### src/include/ofsc_cfg.svh
`ifndef OFSC_CFG_SVH
`define OFSC_CFG_SVH

// ************************************************************
// Register offsets on the byte-wide register port
// ************************************************************
`define OFSC_REFCLK_ADDR 8'h00
`define OFSC_OSC_ADDR 8'h01
`define OFSC_CFG_ADDR 8'h02
`define OFSC_IRQ_STAT_ADDR 8'h03
`define OFSC_IRQ_CLR_ADDR 8'h04
`define OFSC_IRQ_EN_ADDR 8'h05

// ************************************************************
// Field positions and reset values
// ************************************************************
`define OFSC_ROE_BIT 6
`define OFSC_FSEL_MSB 6
`define OFSC_FSEL_LSB 4
`define OFSC_HFR_BIT 3
`define OFSC_LFR_BIT 1
`define OFSC_HFS_BIT 0
`define OFSC_EXT_BIT 0
`define OFSC_FSEL_RST 3'h6
`define OFSC_FSEL_16M 3'h7
`define OFSC_FSEL_LF 3'h0
`define OFSC_ROE_RST 1'h0
`define OFSC_EXT_RST 1'h0

`endif

### src/include/ofsc_pkg.sv
package ofsc_pkg;

    // ************************************************************
    // Types
    // ************************************************************
    // Oscillator start-up sequence
    typedef enum logic [1:0] {
        OFSC_ST_IDLE = 2'b00,
        OFSC_ST_SEC = 2'b01,
        OFSC_ST_PRI = 2'b10,
        OFSC_ST_RUN = 2'b11
    } ofsc_hf_st_t;

    // Status reported by the analog oscillators
    typedef struct packed {
        logic hf_sec_ready;
        logic hf_pri_stable;
        logic lf_ready;
    } ofsc_osc_stat_t;

    // Register port request
    typedef struct packed {
        logic [7:0] addr;
        logic [7:0] wdata;
        logic wr;
        logic rd;
    } ofsc_bus_req_t;

endpackage : ofsc_pkg

### src/design/ofsc_ctrl.sv
// The implementer's own choices: the register addresses and strobed register access.
`include "ofsc_cfg.svh"

// What this block does
// Enable bit 6 set drives system clock onto reference pin, ignoring direction.
// Select field bits 6-4: 111 is 16 MHz, halving down, 000 is 31 kHz.
// After reset the select field holds 110, giving 8 MHz.
// Read-only bit 3 shows high-frequency oscillator ready.
// Read-only bit 1 shows low-frequency oscillator ready.
// Read-only bit 0 shows high-frequency oscillator stable.
// Unimplemented bits of both control registers read as zero.
// External clock mode uses the logic-level clock on the input pin.
// Source bit clear selects internal oscillator and frees the input pin.
// Fast secondary clock starts first, then accurate primary clock.
// Changing between high-frequency rates takes effect with no delay.
// Reset clears output enable and all three oscillator flags.
module ofsc_ctrl (
    input wire logic core_clk, // System clock
    input wire logic rst_n, // Asynchronous reset, active low
    input wire ofsc_pkg::ofsc_bus_req_t bus, // Register port request
    output logic [7:0] rdata_r, // Read data, cycle after read
    input wire ofsc_pkg::ofsc_osc_stat_t osc, // Analog oscillator status
    input wire logic hf_osc_in, // 16 MHz oscillator waveform
    input wire logic lf_osc_in, // 31 kHz oscillator waveform
    input wire logic ext_clock_in, // Clock input pin level
    output logic sys_clk_r, // Selected system clock
    output logic ref_clk_o_r, // Reference clock pin data
    output logic ref_clk_oe_n_r, // Reference pin enable, low drives
    output logic pin_gpio_free_r, // Clock input pin free for I/O
    output logic hf_sec_start_r, // Start secondary clock
    output logic hf_pri_start_r, // Start primary clock
    output logic irq_r // Level interrupt
);
    import ofsc_pkg::*;

    // ************************************************************
    // Reset release
    // ************************************************************
    logic rst_m, rst_q;

    // Two-stage release keeps deassertion clean
    always_ff @(posedge core_clk or negedge rst_n) begin
        if (!rst_n) begin
            rst_m <= 1'b0;
            rst_q <= 1'b0;
        end else begin
            rst_m <= 1'b1;
            rst_q <= rst_m;
        end
    end

    // Address match, used by every register
    function automatic logic hit(input logic [7:0] a, input logic [7:0] off);
        hit = (a == off);
    endfunction : hit

    // ************************************************************
    // Control registers
    // ************************************************************
    logic roe_r, roe_nxt;
    logic [2:0] fsel_r, fsel_nxt;
    logic ext_r, ext_nxt;
    logic [2:0] irq_en_r, irq_en_nxt;

    // Software writes
    always_comb begin
        roe_nxt = roe_r;
        fsel_nxt = fsel_r;
        ext_nxt = ext_r;
        irq_en_nxt = irq_en_r;
        if (bus.wr) begin
            if (hit(bus.addr, `OFSC_REFCLK_ADDR)) begin
                roe_nxt = bus.wdata[`OFSC_ROE_BIT];
            end
            if (hit(bus.addr, `OFSC_OSC_ADDR)) begin
                fsel_nxt = bus.wdata[`OFSC_FSEL_MSB:`OFSC_FSEL_LSB];
            end
            if (hit(bus.addr, `OFSC_CFG_ADDR)) begin
                ext_nxt = bus.wdata[`OFSC_EXT_BIT];
            end
            if (hit(bus.addr, `OFSC_IRQ_EN_ADDR)) begin
                irq_en_nxt = bus.wdata[2:0];
            end
        end
    end

    always_ff @(posedge core_clk or negedge rst_q) begin
        if (!rst_q) begin
            roe_r <= `OFSC_ROE_RST;
            fsel_r <= `OFSC_FSEL_RST;
            ext_r <= `OFSC_EXT_RST;
            irq_en_r <= 3'h0;
        end else begin
            roe_r <= roe_nxt;
            fsel_r <= fsel_nxt;
            ext_r <= ext_nxt;
            irq_en_r <= irq_en_nxt;
        end
    end

    // ************************************************************
    // Oscillator start-up sequence and flags
    // ************************************************************
    ofsc_hf_st_t st_r, st_nxt;
    logic hf_rdy_r, hf_rdy_nxt;
    logic lf_rdy_r, lf_rdy_nxt;
    logic hf_stb_r, hf_stb_nxt;

    // Secondary first; primary only once secondary is ready
    always_comb begin
        st_nxt = st_r;
        unique case (st_r)
            OFSC_ST_IDLE: st_nxt = OFSC_ST_SEC;
            OFSC_ST_SEC: if (osc.hf_sec_ready) st_nxt = OFSC_ST_PRI;
            OFSC_ST_PRI: if (osc.hf_pri_stable) st_nxt = OFSC_ST_RUN;
            OFSC_ST_RUN: st_nxt = OFSC_ST_RUN;
        endcase
        hf_rdy_nxt = osc.hf_sec_ready && (st_r != OFSC_ST_IDLE);
        lf_rdy_nxt = osc.lf_ready;
        // Stable is ignored until the primary clock was started
        hf_stb_nxt = osc.hf_pri_stable && st_r[1];
    end

    always_ff @(posedge core_clk or negedge rst_q) begin
        if (!rst_q) begin
            st_r <= OFSC_ST_IDLE;
            hf_rdy_r <= 1'b0;
            lf_rdy_r <= 1'b0;
            hf_stb_r <= 1'b0;
        end else begin
            st_r <= st_nxt;
            hf_rdy_r <= hf_rdy_nxt;
            lf_rdy_r <= lf_rdy_nxt;
            hf_stb_r <= hf_stb_nxt;
        end
    end

    // ************************************************************
    // Divider and clock selection
    // ************************************************************
    logic hf_q_r, hf_q_nxt;
    logic [5:0] div_r, div_nxt;
    logic sel_clk_nxt, sys_nxt, ref_o_nxt, oe_n_nxt, free_nxt;
    logic [2:0] tap;

    // Free-running divider; a rate change only moves the tap
    always_comb begin
        hf_q_nxt = hf_osc_in;
        div_nxt = div_r;
        if (hf_osc_in && !hf_q_r) begin
            div_nxt = div_r + 6'h01;
        end
        tap = `OFSC_FSEL_RST - fsel_r;
        if (fsel_r == `OFSC_FSEL_16M) begin
            sel_clk_nxt = hf_osc_in;
        end else if (fsel_r == `OFSC_FSEL_LF) begin
            sel_clk_nxt = lf_osc_in;
        end else begin
            sel_clk_nxt = div_r[tap];
        end
        // No high-frequency output before the secondary clock is started
        if (st_r == OFSC_ST_IDLE && fsel_r != `OFSC_FSEL_LF) begin
            sel_clk_nxt = 1'b0;
        end
        sys_nxt = ext_r ? ext_clock_in : sel_clk_nxt;
        free_nxt = !ext_r;
        ref_o_nxt = sys_nxt && roe_r;
        oe_n_nxt = !roe_r;
    end

    always_ff @(posedge core_clk or negedge rst_q) begin
        if (!rst_q) begin
            hf_q_r <= 1'b0;
            div_r <= 6'h00;
            sys_clk_r <= 1'b0;
            ref_clk_o_r <= 1'b0;
            ref_clk_oe_n_r <= 1'b1;
            pin_gpio_free_r <= 1'b1;
            hf_sec_start_r <= 1'b0;
            hf_pri_start_r <= 1'b0;
        end else begin
            hf_q_r <= hf_q_nxt;
            div_r <= div_nxt;
            sys_clk_r <= sys_nxt;
            ref_clk_o_r <= ref_o_nxt;
            ref_clk_oe_n_r <= oe_n_nxt;
            pin_gpio_free_r <= free_nxt;
            hf_sec_start_r <= (st_nxt != OFSC_ST_IDLE);
            hf_pri_start_r <= st_nxt[1];
        end
    end

    // ************************************************************
    // Interrupt flags and read data
    // ************************************************************
    logic [2:0] evt, flag_prev_r, irq_st_r, irq_st_nxt;
    logic irq_nxt;
    logic [7:0] rd_nxt;

    assign evt = {hf_stb_r, lf_rdy_r, hf_rdy_r} & ~flag_prev_r;

    // Rising flags are sticky; a set in the clear cycle wins
    generate
        for (genvar i = 0; i < 3; i++) begin : g_evt
            always_comb begin
                irq_st_nxt[i] = irq_st_r[i];
                if (bus.wr && hit(bus.addr, `OFSC_IRQ_CLR_ADDR) && bus.wdata[i]) begin
                    irq_st_nxt[i] = 1'b0;
                end
                if (evt[i]) begin
                    irq_st_nxt[i] = 1'b1;
                end
            end
        end
    endgenerate

    // Reads return zero for unimplemented bits and unmapped offsets
    always_comb begin
        irq_nxt = |(irq_st_nxt & irq_en_nxt);
        rd_nxt = 8'h00;
        if (bus.rd) begin
            if (hit(bus.addr, `OFSC_REFCLK_ADDR)) begin
                rd_nxt[`OFSC_ROE_BIT] = roe_r;
            end
            if (hit(bus.addr, `OFSC_OSC_ADDR)) begin
                rd_nxt[`OFSC_FSEL_MSB:`OFSC_FSEL_LSB] = fsel_r;
                rd_nxt[`OFSC_HFR_BIT] = hf_rdy_r;
                rd_nxt[`OFSC_LFR_BIT] = lf_rdy_r;
                rd_nxt[`OFSC_HFS_BIT] = hf_stb_r;
            end
            if (hit(bus.addr, `OFSC_CFG_ADDR)) begin
                rd_nxt[`OFSC_EXT_BIT] = ext_r;
            end
            if (hit(bus.addr, `OFSC_IRQ_STAT_ADDR)) begin
                rd_nxt[2:0] = irq_st_r;
            end
            if (hit(bus.addr, `OFSC_IRQ_EN_ADDR)) begin
                rd_nxt[2:0] = irq_en_r;
            end
        end
    end

    always_ff @(posedge core_clk or negedge rst_q) begin
        if (!rst_q) begin
            flag_prev_r <= 3'h0;
            irq_st_r <= 3'h0;
            irq_r <= 1'b0;
            rdata_r <= 8'h00;
        end else begin
            flag_prev_r <= {hf_stb_r, lf_rdy_r, hf_rdy_r};
            irq_st_r <= irq_st_nxt;
            irq_r <= irq_nxt;
            rdata_r <= rd_nxt;
        end
    end
endmodule : ofsc_ctrl

### config.mk
export PLATFORM = sky130hd
export DESIGN_NAME = ofsc_ctrl
export DESIGN_NICKNAME = d
export VERILOG_FILES = /design/src/include/ofsc_pkg.sv /design/src/design/ofsc_ctrl.sv
export VERILOG_INCLUDE_DIRS = /design/src /design/src/include
export SDC_FILE = /design/constraint.sdc
export NUM_CORES = 1
export LEC_CHECK = 0
export BUFFER_PORTS_ARGS = -buffer_cell sky130_fd_sc_hd__buf_2
export CORE_ASPECT_RATIO = 0.7
export CORE_MARGIN = 3
export CORE_UTILIZATION = 47
export DETAILED_ROUTE_END_ITERATION = 12
export HOLD_SLACK_MARGIN = 0.05
export PLACE_DENSITY_LB_ADDON = 0.3
export SYNTH_ARGS = -nofsm -noshare
export SYNTH_HDL_FRONTEND = slang
export SYNTH_SLANG_ARGS = --single-unit
### constraint.sdc
create_clock -name core_clk -period 1.2 [get_ports core_clk]
set_clock_uncertainty 0.05 [all_clocks]
set_input_delay 0.24 -clock core_clk [delete_from_list [all_inputs] [get_ports core_clk]]
set_output_delay 0.24 -clock core_clk [all_outputs]
set_load 0.02 [all_outputs]
==> impl.org, run 1 <==
** Outcome
- Result of the run :: complete, but fails checks
- The final reports fail on negative setup slack.

** STA
- Final setup vio count :: 19
- Once routing completed, OpenROAD measured the worst setup slack at -511 ps.
- Maximum frequency from static timing analysis :: 584 MHz
- Time the final worst path needs with I/O delays and setup :: 1710 ps
- Hold Fails Final Rpt :: 0
- The total count of max-transition violations in the final report was 0.
- The tightest hold path in the finished design has a slack of 123 ps.
- Final clock period utilization by the worst path :: 1.43
- Setup repair after global routing missed its margin :: yes

** Clock tree
- CTS built an H-tree with a depth of 2.
- TritonCTS sink count :: 41
- In this run the deepest clock path goes through 2 buffers.
- The clock reaches the later pin of the worst-skew pair after 290 ps.
- TritonCTS built the clock tree.
- Number of buffers created by CTS :: 5
- Clock-pin slew on the worst setup and hold paths :: 70 ps
- In this run the clock root is driven by a sky130_fd_sc_hd__clkbuf_8.

** Global routing
- Number of antenna violations at the first check in global routing :: 0
- The first global-routing pass estimated 7.13 mm of wire.
- The number of global-route vias before repair was 1588.
- Entering global routing, the biggest net connects 22 pins.
- Final global-route overflow total :: 0
- Across every metal layer, demand over resource in global routing totals 0.207.

** Worst setup path
- At the worst endpoint, the required time is 1320 ps.
- The worst setup path is captured at a flip-flop.
- Critical Path Fanout Max :: 2
- Cell-by-cell trace of the critical path :: inv_2 -> ha_4 -> mux4_2 -> and2_4 -> o211ai_1 -> a21oi_1
- Among all stages on the critical path, the largest delay is contributed by sky130_fd_sc_hd__dfstp_2.
- Critical path's top delay family :: flip-flops
- Critical path class :: flip-flop to flip-flop
- STA classifies the critical path startpoint as a flip-flop.
- Together, buffers and inverters on the worst path number 1.
- Delay of the slowest cell on the worst path :: 540 ps
- Across all register-to-register paths, the minimum setup slack is -510 ps.
- Data on the critical path arrives at its endpoint at 1830 ps.

** Final layout
- Post-synthesis to final-layout area growth :: 54.8%
- Post-Layout Cell Count :: 285
- Of the cells placed in the final design, the portion with a size suffix greater than 1 is 0.549.
- The net count of the finished layout is 264.
- Diode count :: 0
- Filler cell count :: 228

** Logic synthesis
- Syn Area/Cell :: 12.3 um^2
- Post-synthesis sequential area ratio :: 0.577
- Number of warnings reported in the yosys synthesis log :: 0
- Synthesized instance count :: 145
- Yosys reg bits :: 41
- Share of the synthesized area in the top cell type :: 0.519
- Number of library cell types mapped by synthesis :: 44
- Synthesized area :: 1790 um^2
- Most area-hungry cell type in the Yosys netlist :: sky130_fd_sc_hd__dfrtp_1
- Cell types with the largest area share after synthesis :: sky130_fd_sc_hd__dfrtp_1 (52%), sky130_fd_sc_hd__dfstp_2 (5.9%), sky130_fd_sc_hd__nor2b_1 (3.5%)

** Pwr
- VDD sags by at most 0.944 mV.
- P_leak :: 1.32 nW
- For this design the ratio of total power to cell area is 1180 nW/um^2.

** Route
- Via count :: 1459
- Total wire length :: 4.50 mm
- After detailed routing, the number of remaining DRC violations is 0.
- In the final routed layout, each cell accounts on average for 15.8 um.
- Before antenna repair, the detailed router went through 4 iterations.
- Number of vias per cell after detailed routing :: 5.12
- For this block, the initial DRC count from the detailed router was 30.
- The detail route stage leaves a number of antenna-violating nets equal to 0.

** Die
- Num rows :: 18
- Chip width :: 79.7 um
- The initial utilization of the core area, before any placement, comes to 0.499.
- The die covers 4590 um^2.
- Die boundary height :: 57.6 um
- Core Area :: 3580 um^2
- For this design the top-level I/O count stands at 41.

** Place
- Cell total after placement :: 267
- Routability cong. :: 0.871
- Port Buffer Count :: 37
- Detailed-placement wirelength estimate :: 3.11 mm

** Hold path
- The path class of the tightest hold or removal check is input port to flip-flop.

** Flow run
- Count of maximum capacitance violations :: 0
-- worst paths after layout --
kind | from | to | cells after the start
min | osc[1] | hf_stb_r$_DFF_PN0_ | 2
max in group asynchronous | rst_q$_DFF_PN0_ | fsel_r[2]$_DFFE_PN1P_ | 1
min in group asynchronous | rst_q$_DFF_PN0_ | ref_clk_o_r$_DFF_PN0_ | 0
min reg2reg | rst_q$_DFF_PN0_ | ref_clk_o_r$_DFF_PN0_ | 0
max | fsel_r[1]$_DFFE_PN1P_ | ref_clk_o_r$_DFF_PN0_ | 6
max reg2reg | fsel_r[1]$_DFFE_PN1P_ | ref_clk_o_r$_DFF_PN0_ | 6
-- worst reg2reg max path: cells and delay by family, from the launching register on --
family,cells,cell delay [ps]
fa+ha+maj,1,250
flops,1,540
simple gates,1,140
buf+inv,1,40
mux,1,270
compound gates,2,290
-- per-stage QoR --
stage | instance area (um^2) | power (mW) | setup TNS (ps) | utilization | setup slack [ps]
2_1_floorplan | 1850 | 1.95 | -3150 | - | -468
3_5_place_dp | 2370 | 2.27 | -8970 | 0.661 | -568
6_report | 2760 | 3.27 | -3330 | 0.772 | -511
3_3_place_gp | 2370 | 2.25 | -8210 | 0.661 | -524
5_1_grt | 2760 | 3.46 | -4280 | 0.772 | -639
4_1_cts | 2640 | 3.27 | -2430 | 0.736 | -512
-- report_power, final --
group	switching [mW]	internal (mW)	total, mW
sequential	0.0982	1.53	1.63
clock	0.438	0.468	0.906
combinational	0.325	0.416	0.740
-- cell type report --
class	count	area (um^2)	share of cell area
Timing Repair Buffer	82	609	0.220
Multi-Input combinational cell	93	928	0.336
Sequential cell	41	1030	0.373
Tap cell	50	62.6	0.0226
Clock buffer	8	90.1	0.0326
Inverter	11	41.3	0.0149
-- flip-flops by register name, indices dropped and copies added (netlist names), 3 cells and up --
register and cells:
flag_prev_r 3, irq_st_r 3, fsel_r 3, rdata_r 7
irq_en_r 3, div_r 6
-- cell usage in the layout (no fill, tap or decap), types with 2 or more instances in the layout --
| cell type | instances |
|---|---|
| sky130_fd_sc_hd__dfrtp_1 | 36 |
| sky130_fd_sc_hd__buf_2 | 32 |
| sky130_fd_sc_hd__buf_4 | 32 |
| sky130_fd_sc_hd__buf_6 | 15 |
| sky130_fd_sc_hd__inv_1 | 9 |
| sky130_fd_sc_hd__nor2b_1 | 9 |
| sky130_fd_sc_hd__nor2_1 | 6 |
| sky130_fd_sc_hd__mux2_4 | 6 |
| sky130_fd_sc_hd__clkbuf_8 | 6 |
| sky130_fd_sc_hd__nand2_1 | 5 |
| sky130_fd_sc_hd__nand4_1 | 4 |
| sky130_fd_sc_hd__dfstp_2 | 4 |
| sky130_fd_sc_hd__and3_1 | 3 |
| sky130_fd_sc_hd__a21oi_1 | 3 |
| sky130_fd_sc_hd__nand2b_1 | 3 |
| sky130_fd_sc_hd__xnor2_1 | 3 |
| sky130_fd_sc_hd__conb_1 | 3 |
| sky130_fd_sc_hd__nor4_4 | 2 |
| sky130_fd_sc_hd__and3_4 | 2 |
| sky130_fd_sc_hd__nor3_4 | 2 |
| sky130_fd_sc_hd__a21boi_2 | 2 |
| sky130_fd_sc_hd__a22oi_1 | 2 |
| sky130_fd_sc_hd__nand3_4 | 2 |
| sky130_fd_sc_hd__a211oi_4 | 2 |
| sky130_fd_sc_hd__mux2i_2 | 2 |
| sky130_fd_sc_hd__inv_2 | 2 |
| sky130_fd_sc_hd__xor2_1 | 2 |
| sky130_fd_sc_hd__ha_4 | 2 |
| sky130_fd_sc_hd__ha_1 | 2 |
| sky130_fd_sc_hd__clkbuf_1 | 2 |
| sky130_fd_sc_hd__dlygate4sd3_1 | 2 |
-- per-layer routing --
metal  track usage  share of wire  up-vias
li1              -              -      676
met1         0.265           0.42      722
met2         0.326           0.48       49
met3        0.0599          0.074       12
met4        0.0980          0.019        0
met5             0              0        -
-- Yosys cell counts (all sizes together) --
cell type,instances
or2,2
dfstp,4
o221ai,1
inv,11
o211ai,1
o31ai,1
mux2i,3
and3,5
and3b,1
nand4,4
a2bb2oi,1
a41oi,1
xor2,3
buf,1
nor2b,10
o22ai,1
and2,2
nand3,3
conb,2
nor3,2
mux2,7
or4,1
dfrtp,37
mux4,1
xnor2,3
a21oi,3
nand2b,3
a22o,1
nand2,6
and4,1
nand4b,1
a32oi,1
o31a,1
nor2,6
a21boi,2
nand3b,1
ha,4
nor4,2
a22oi,3
a211oi,2
-- timing repair --
| item | CTS | global route |
|---|---|---|
| resized for setup | 29 | 18 |
| setup buffers | 5 | 6 |
| hold endpoints to repair | 3 | 0 |
| hold buffers | 2 | 0 |
| endpoints found under the setup margin | 23 | 25 |
| pin swaps | 9 | 15 |
| gates cloned | 0 | 0 |
-- kinds of logic (layout without fill, tap and decap cells) --
logic type,Yosys count,in the layout,share of synthesized area
AOI/OAI and AO/OA,19,19,0.0792
muxes,11,11,0.0757
other,2,3,0.00421
and+or+nand+nor,50,50,0.179
DFF,41,41,0.577
adders and majority gates,4,4,0.0280
xor gates and xnor gates,6,6,0.0294
buffers and inverters,12,101,0.0273
Power figures use the tool's default switching activity.
==> run 2, diff against run 1 <==
--- a/config.mk
+++ b/config.mk
@@ -9,7 +9,7 @@
 export BUFFER_PORTS_ARGS = -buffer_cell sky130_fd_sc_hd__buf_2
 export CORE_ASPECT_RATIO = 0.7
 export CORE_MARGIN = 3
-export CORE_UTILIZATION = 47
+export CORE_UTILIZATION = 52
 export DETAILED_ROUTE_END_ITERATION = 12
 export HOLD_SLACK_MARGIN = 0.05
 export PLACE_DENSITY_LB_ADDON = 0.3
==> constraint.sdc (replaced) <==
create_clock -name core_clk -period 1.7 [get_ports core_clk]
set_clock_uncertainty 0.05 [all_clocks]
set_input_delay 0.34 -clock core_clk [delete_from_list [all_inputs] [get_ports core_clk]]
set_output_delay 0.34 -clock core_clk [all_outputs]
set_load 0.02 [all_outputs]
==> run 2 against run 1 <==
- the run still ends with negative setup slack left
- non-clock buffer count down 34
- total power down 36%
- sequential share of layout area up 9.3 points
- fmax down 0.97%
- global-route usage down 2.2 points
- largest cell class unchanged
- count of clock-buffer cells in the layout down 1
- wire length down 25%
- highest routed layer unchanged
- worst setup slack better by 480 ps
- sequential power down 28%
- critical path depth unchanged
- cell area down 20%
==> impl.org, run 2 (synthesis results as in run 1) <==
** Worst setup path
- Setup slack, reg-to-reg :: -30 ps
- Delay of the slowest cell on the worst path :: 550 ps
- Worst Path Required :: 1810 ps
- For this design, the slowest cell found on the critical path is sky130_fd_sc_hd__dfstp_2.
- Critical Path Fanout Max :: 2
- Path depth of the worst reg2reg path :: 6
- Endpoint of the worst register-to-register path :: ref_clk_o_r$_DFF_PN0_
- By startpoint and endpoint, the worst setup path is classified as flip-flop to flip-flop.
- Critical register-to-register path startpoint :: fsel_r[1]$_DFFE_PN1P_
- STA classifies the critical path endpoint as a flip-flop.
- The cell family contributing the most delay on the critical path is flip-flops.
- STA classifies the critical path startpoint as a flip-flop.
- Walking the worst path, the cells encountered are inv_2 -> ha_4 -> mux4_2 -> and2_4 -> o211ai_1 -> a21oi_1.
- Together, buffers and inverters on the worst path number 1.
- Worst path arrival time :: 1840 ps

** Global routing
- The first global-routing pass estimated 5.85 mm of wire.
- Met3 track demand over resource :: 0.0583
- Number of antenna violations at the first check in global routing :: 0
- Entering global routing, the biggest net connects 25 pins.
- For met1 alone, demand over resource in global routing was 0.248.
- M2 GR Usage :: 0.281
- Summed over all layers, the global routing overflow is 0.
- GR peak layer :: met2
- The number of global-route vias before repair was 1227.
- GRT Util Overall :: 0.185

** Route
- Number of vias per cell after detailed routing :: 5.20
- For this run, the detailed router's first-pass iteration total came to 4.
- Routed length per placed instance :: 13.7 um
- The final route contains 1285 vias.
- After the first detailed-routing iteration, the DRC count stood at 69.
- DRC :: 0
- Number of nets still failing antenna checks after routing :: 0
- The routed design has 3.39 mm of wire.

** Place
- Detailed-placement wirelength estimate :: 2.60 mm
- Port Buffer Count :: 37
- Post-placement setup slack :: -158 ps
- At the end of routability-driven placement, the weighted congestion stood at 0.778.
- In this run, placement finished with an instance count of 239.

** Clock tree
- Clock Tree Root :: sky130_fd_sc_hd__clkbuf_8
- TritonCTS sink count :: 41
- Number of buffers created by CTS :: 5
- H-tree depth reported by CTS :: 2
- Buffer levels on the longest clock path :: 2
- After clock tree synthesis, the clock-pin slew on the worst setup and hold paths is 70 ps.
- Buffers added to address setup during post-CTS repair amount to 0.
- The clock reaches the later pin of the worst-skew pair after 280 ps.
- CTS tree :: yes

** STA
- Based on the critical path, the design can be clocked at up to 579 MHz.
- Time the final worst path needs with I/O delays and setup :: 1730 ps
- PnR worst setup slack :: -27.8 ps
- Pins over their slew limit :: 0
- Setup total negative slack on the finished layout was measured at -39.8 ps.
- Hold slack :: 114 ps
- Setup repair after global routing missed its margin :: yes
- Final setup vio count :: 2
- The total count of hold-check failures in the final report is 0.
- In the finished design, the share of the clock period the worst path needs comes to 1.02.

** Final layout
- Post-Layout Cell Count :: 247
- The repair_antennas step left the layout with diodes totalling 0.
- Measured on the finished design, the core utilization comes to 0.689.
- The area growth from synthesis to layout is 23.9%.
- Leaving out fill and tap cells, the most frequent cells in the layout are sky130_fd_sc_hd__dfrtp_1 (37), sky130_fd_sc_hd__buf_2 (37), sky130_fd_sc_hd__inv_1 (10), sky130_fd_sc_hd__nor2b_1 (10), sky130_fd_sc_hd__buf_4 (10).
- After the last flow step, the layout net total stands at 230.
- Most flops, register :: rdata_r
- The register with the most flip-flops in the layout has 7 of them.
- The largest registers in the layout are rdata_r (7), div_r (6).
- In the final layout, the share of cells above drive strength 1 is 0.350.

** Die
- The floorplan step set the die width to 76.0 um.
- Num rows :: 17
- Pin placement for this block handled 41 I/O pins.
- From bottom edge to top edge, the die measures 55.0 um.
- Core Area :: 3210 um^2
- Die area :: 4180 um^2
- Starting density of the core :: 0.556

** Hold path
- Counting instances, the worst hold path has a depth of 1.
- The worst hold path begins at osc[0].
- For hold timing, the worst endpoint is lf_rdy_r$_DFF_PN0_.
- Type of the worst min-delay path :: input port to flip-flop

** Pwr
- Maximum VDD drop :: 0.520 mV
- For this design the static power due to leakage is 1.08 nW.
- For this design the ratio of total power to cell area is 944 nW/um^2.

** Outcome
- The flow ran to the end, but the final reports show violations.
- The checks that failed: negative setup slack.

** Flow run
- Across the run, the number of max-cap violations was 0.
run 2: power by group:
group	switching [mW]	internal, mW	total (mW)
sequential	0.0857	1.08	1.17
combinational	0.147	0.159	0.305
clock	0.296	0.322	0.617
run 2: worst max path at each step:
stage                                startpoint               endpoint  slack [ps]  depth (start not counted)
final                     fsel_r[1]$_DFFE_PN1P_  ref_clk_o_r$_DFF_PN0_         -30                          6
after global routing      fsel_r[1]$_DFFE_PN1P_  ref_clk_o_r$_DFF_PN0_        -150                          6
after CTS                 fsel_r[1]$_DFFE_PN1P_  ref_clk_o_r$_DFF_PN0_         -40                          6
after detailed placement                bus[15]      ext_r$_DFFE_PN0P_        -160                          5
after global placement                  bus[15]      ext_r$_DFFE_PN0P_        -130                          5
after floorplan                         bus[15]      ext_r$_DFFE_PN0P_          20                          4
run 2: area by class of cell:
class                           count  area [um^2]
Clock buffer                        7         86.3
Fill cell                         250         1000
Inverter                           11         41.3
Multi-Input combinational cell     93          724
Sequential cell                    41         1030
Tap cell                           47         58.8
Timing Repair Buffer               48          270
run 2: repair_timing:
item                                    CTS  global route
hold buffers                              1             0
resized for setup                         1             0
pin swaps                                 1             1
endpoints found under the hold margin     2             0
endpoints found under the setup margin    2             2
gates cloned                              0             0
run 2: metrics by stage:
step / power (mW) / area, um^2
after floorplan: 1.37 / 1800
after global placement: 1.47 / 2110
after detailed placement: 1.49 / 2110
after CTS: 2.11 / 2210
after global routing: 2.22 / 2210
final: 2.09 / 2210
run 2: layer usage:
metal  share of wire  up-vias
met2            0.46       53
li1                -      617
met3           0.068        5
met4          0.0091        0
met5               0        -
met1            0.46      610
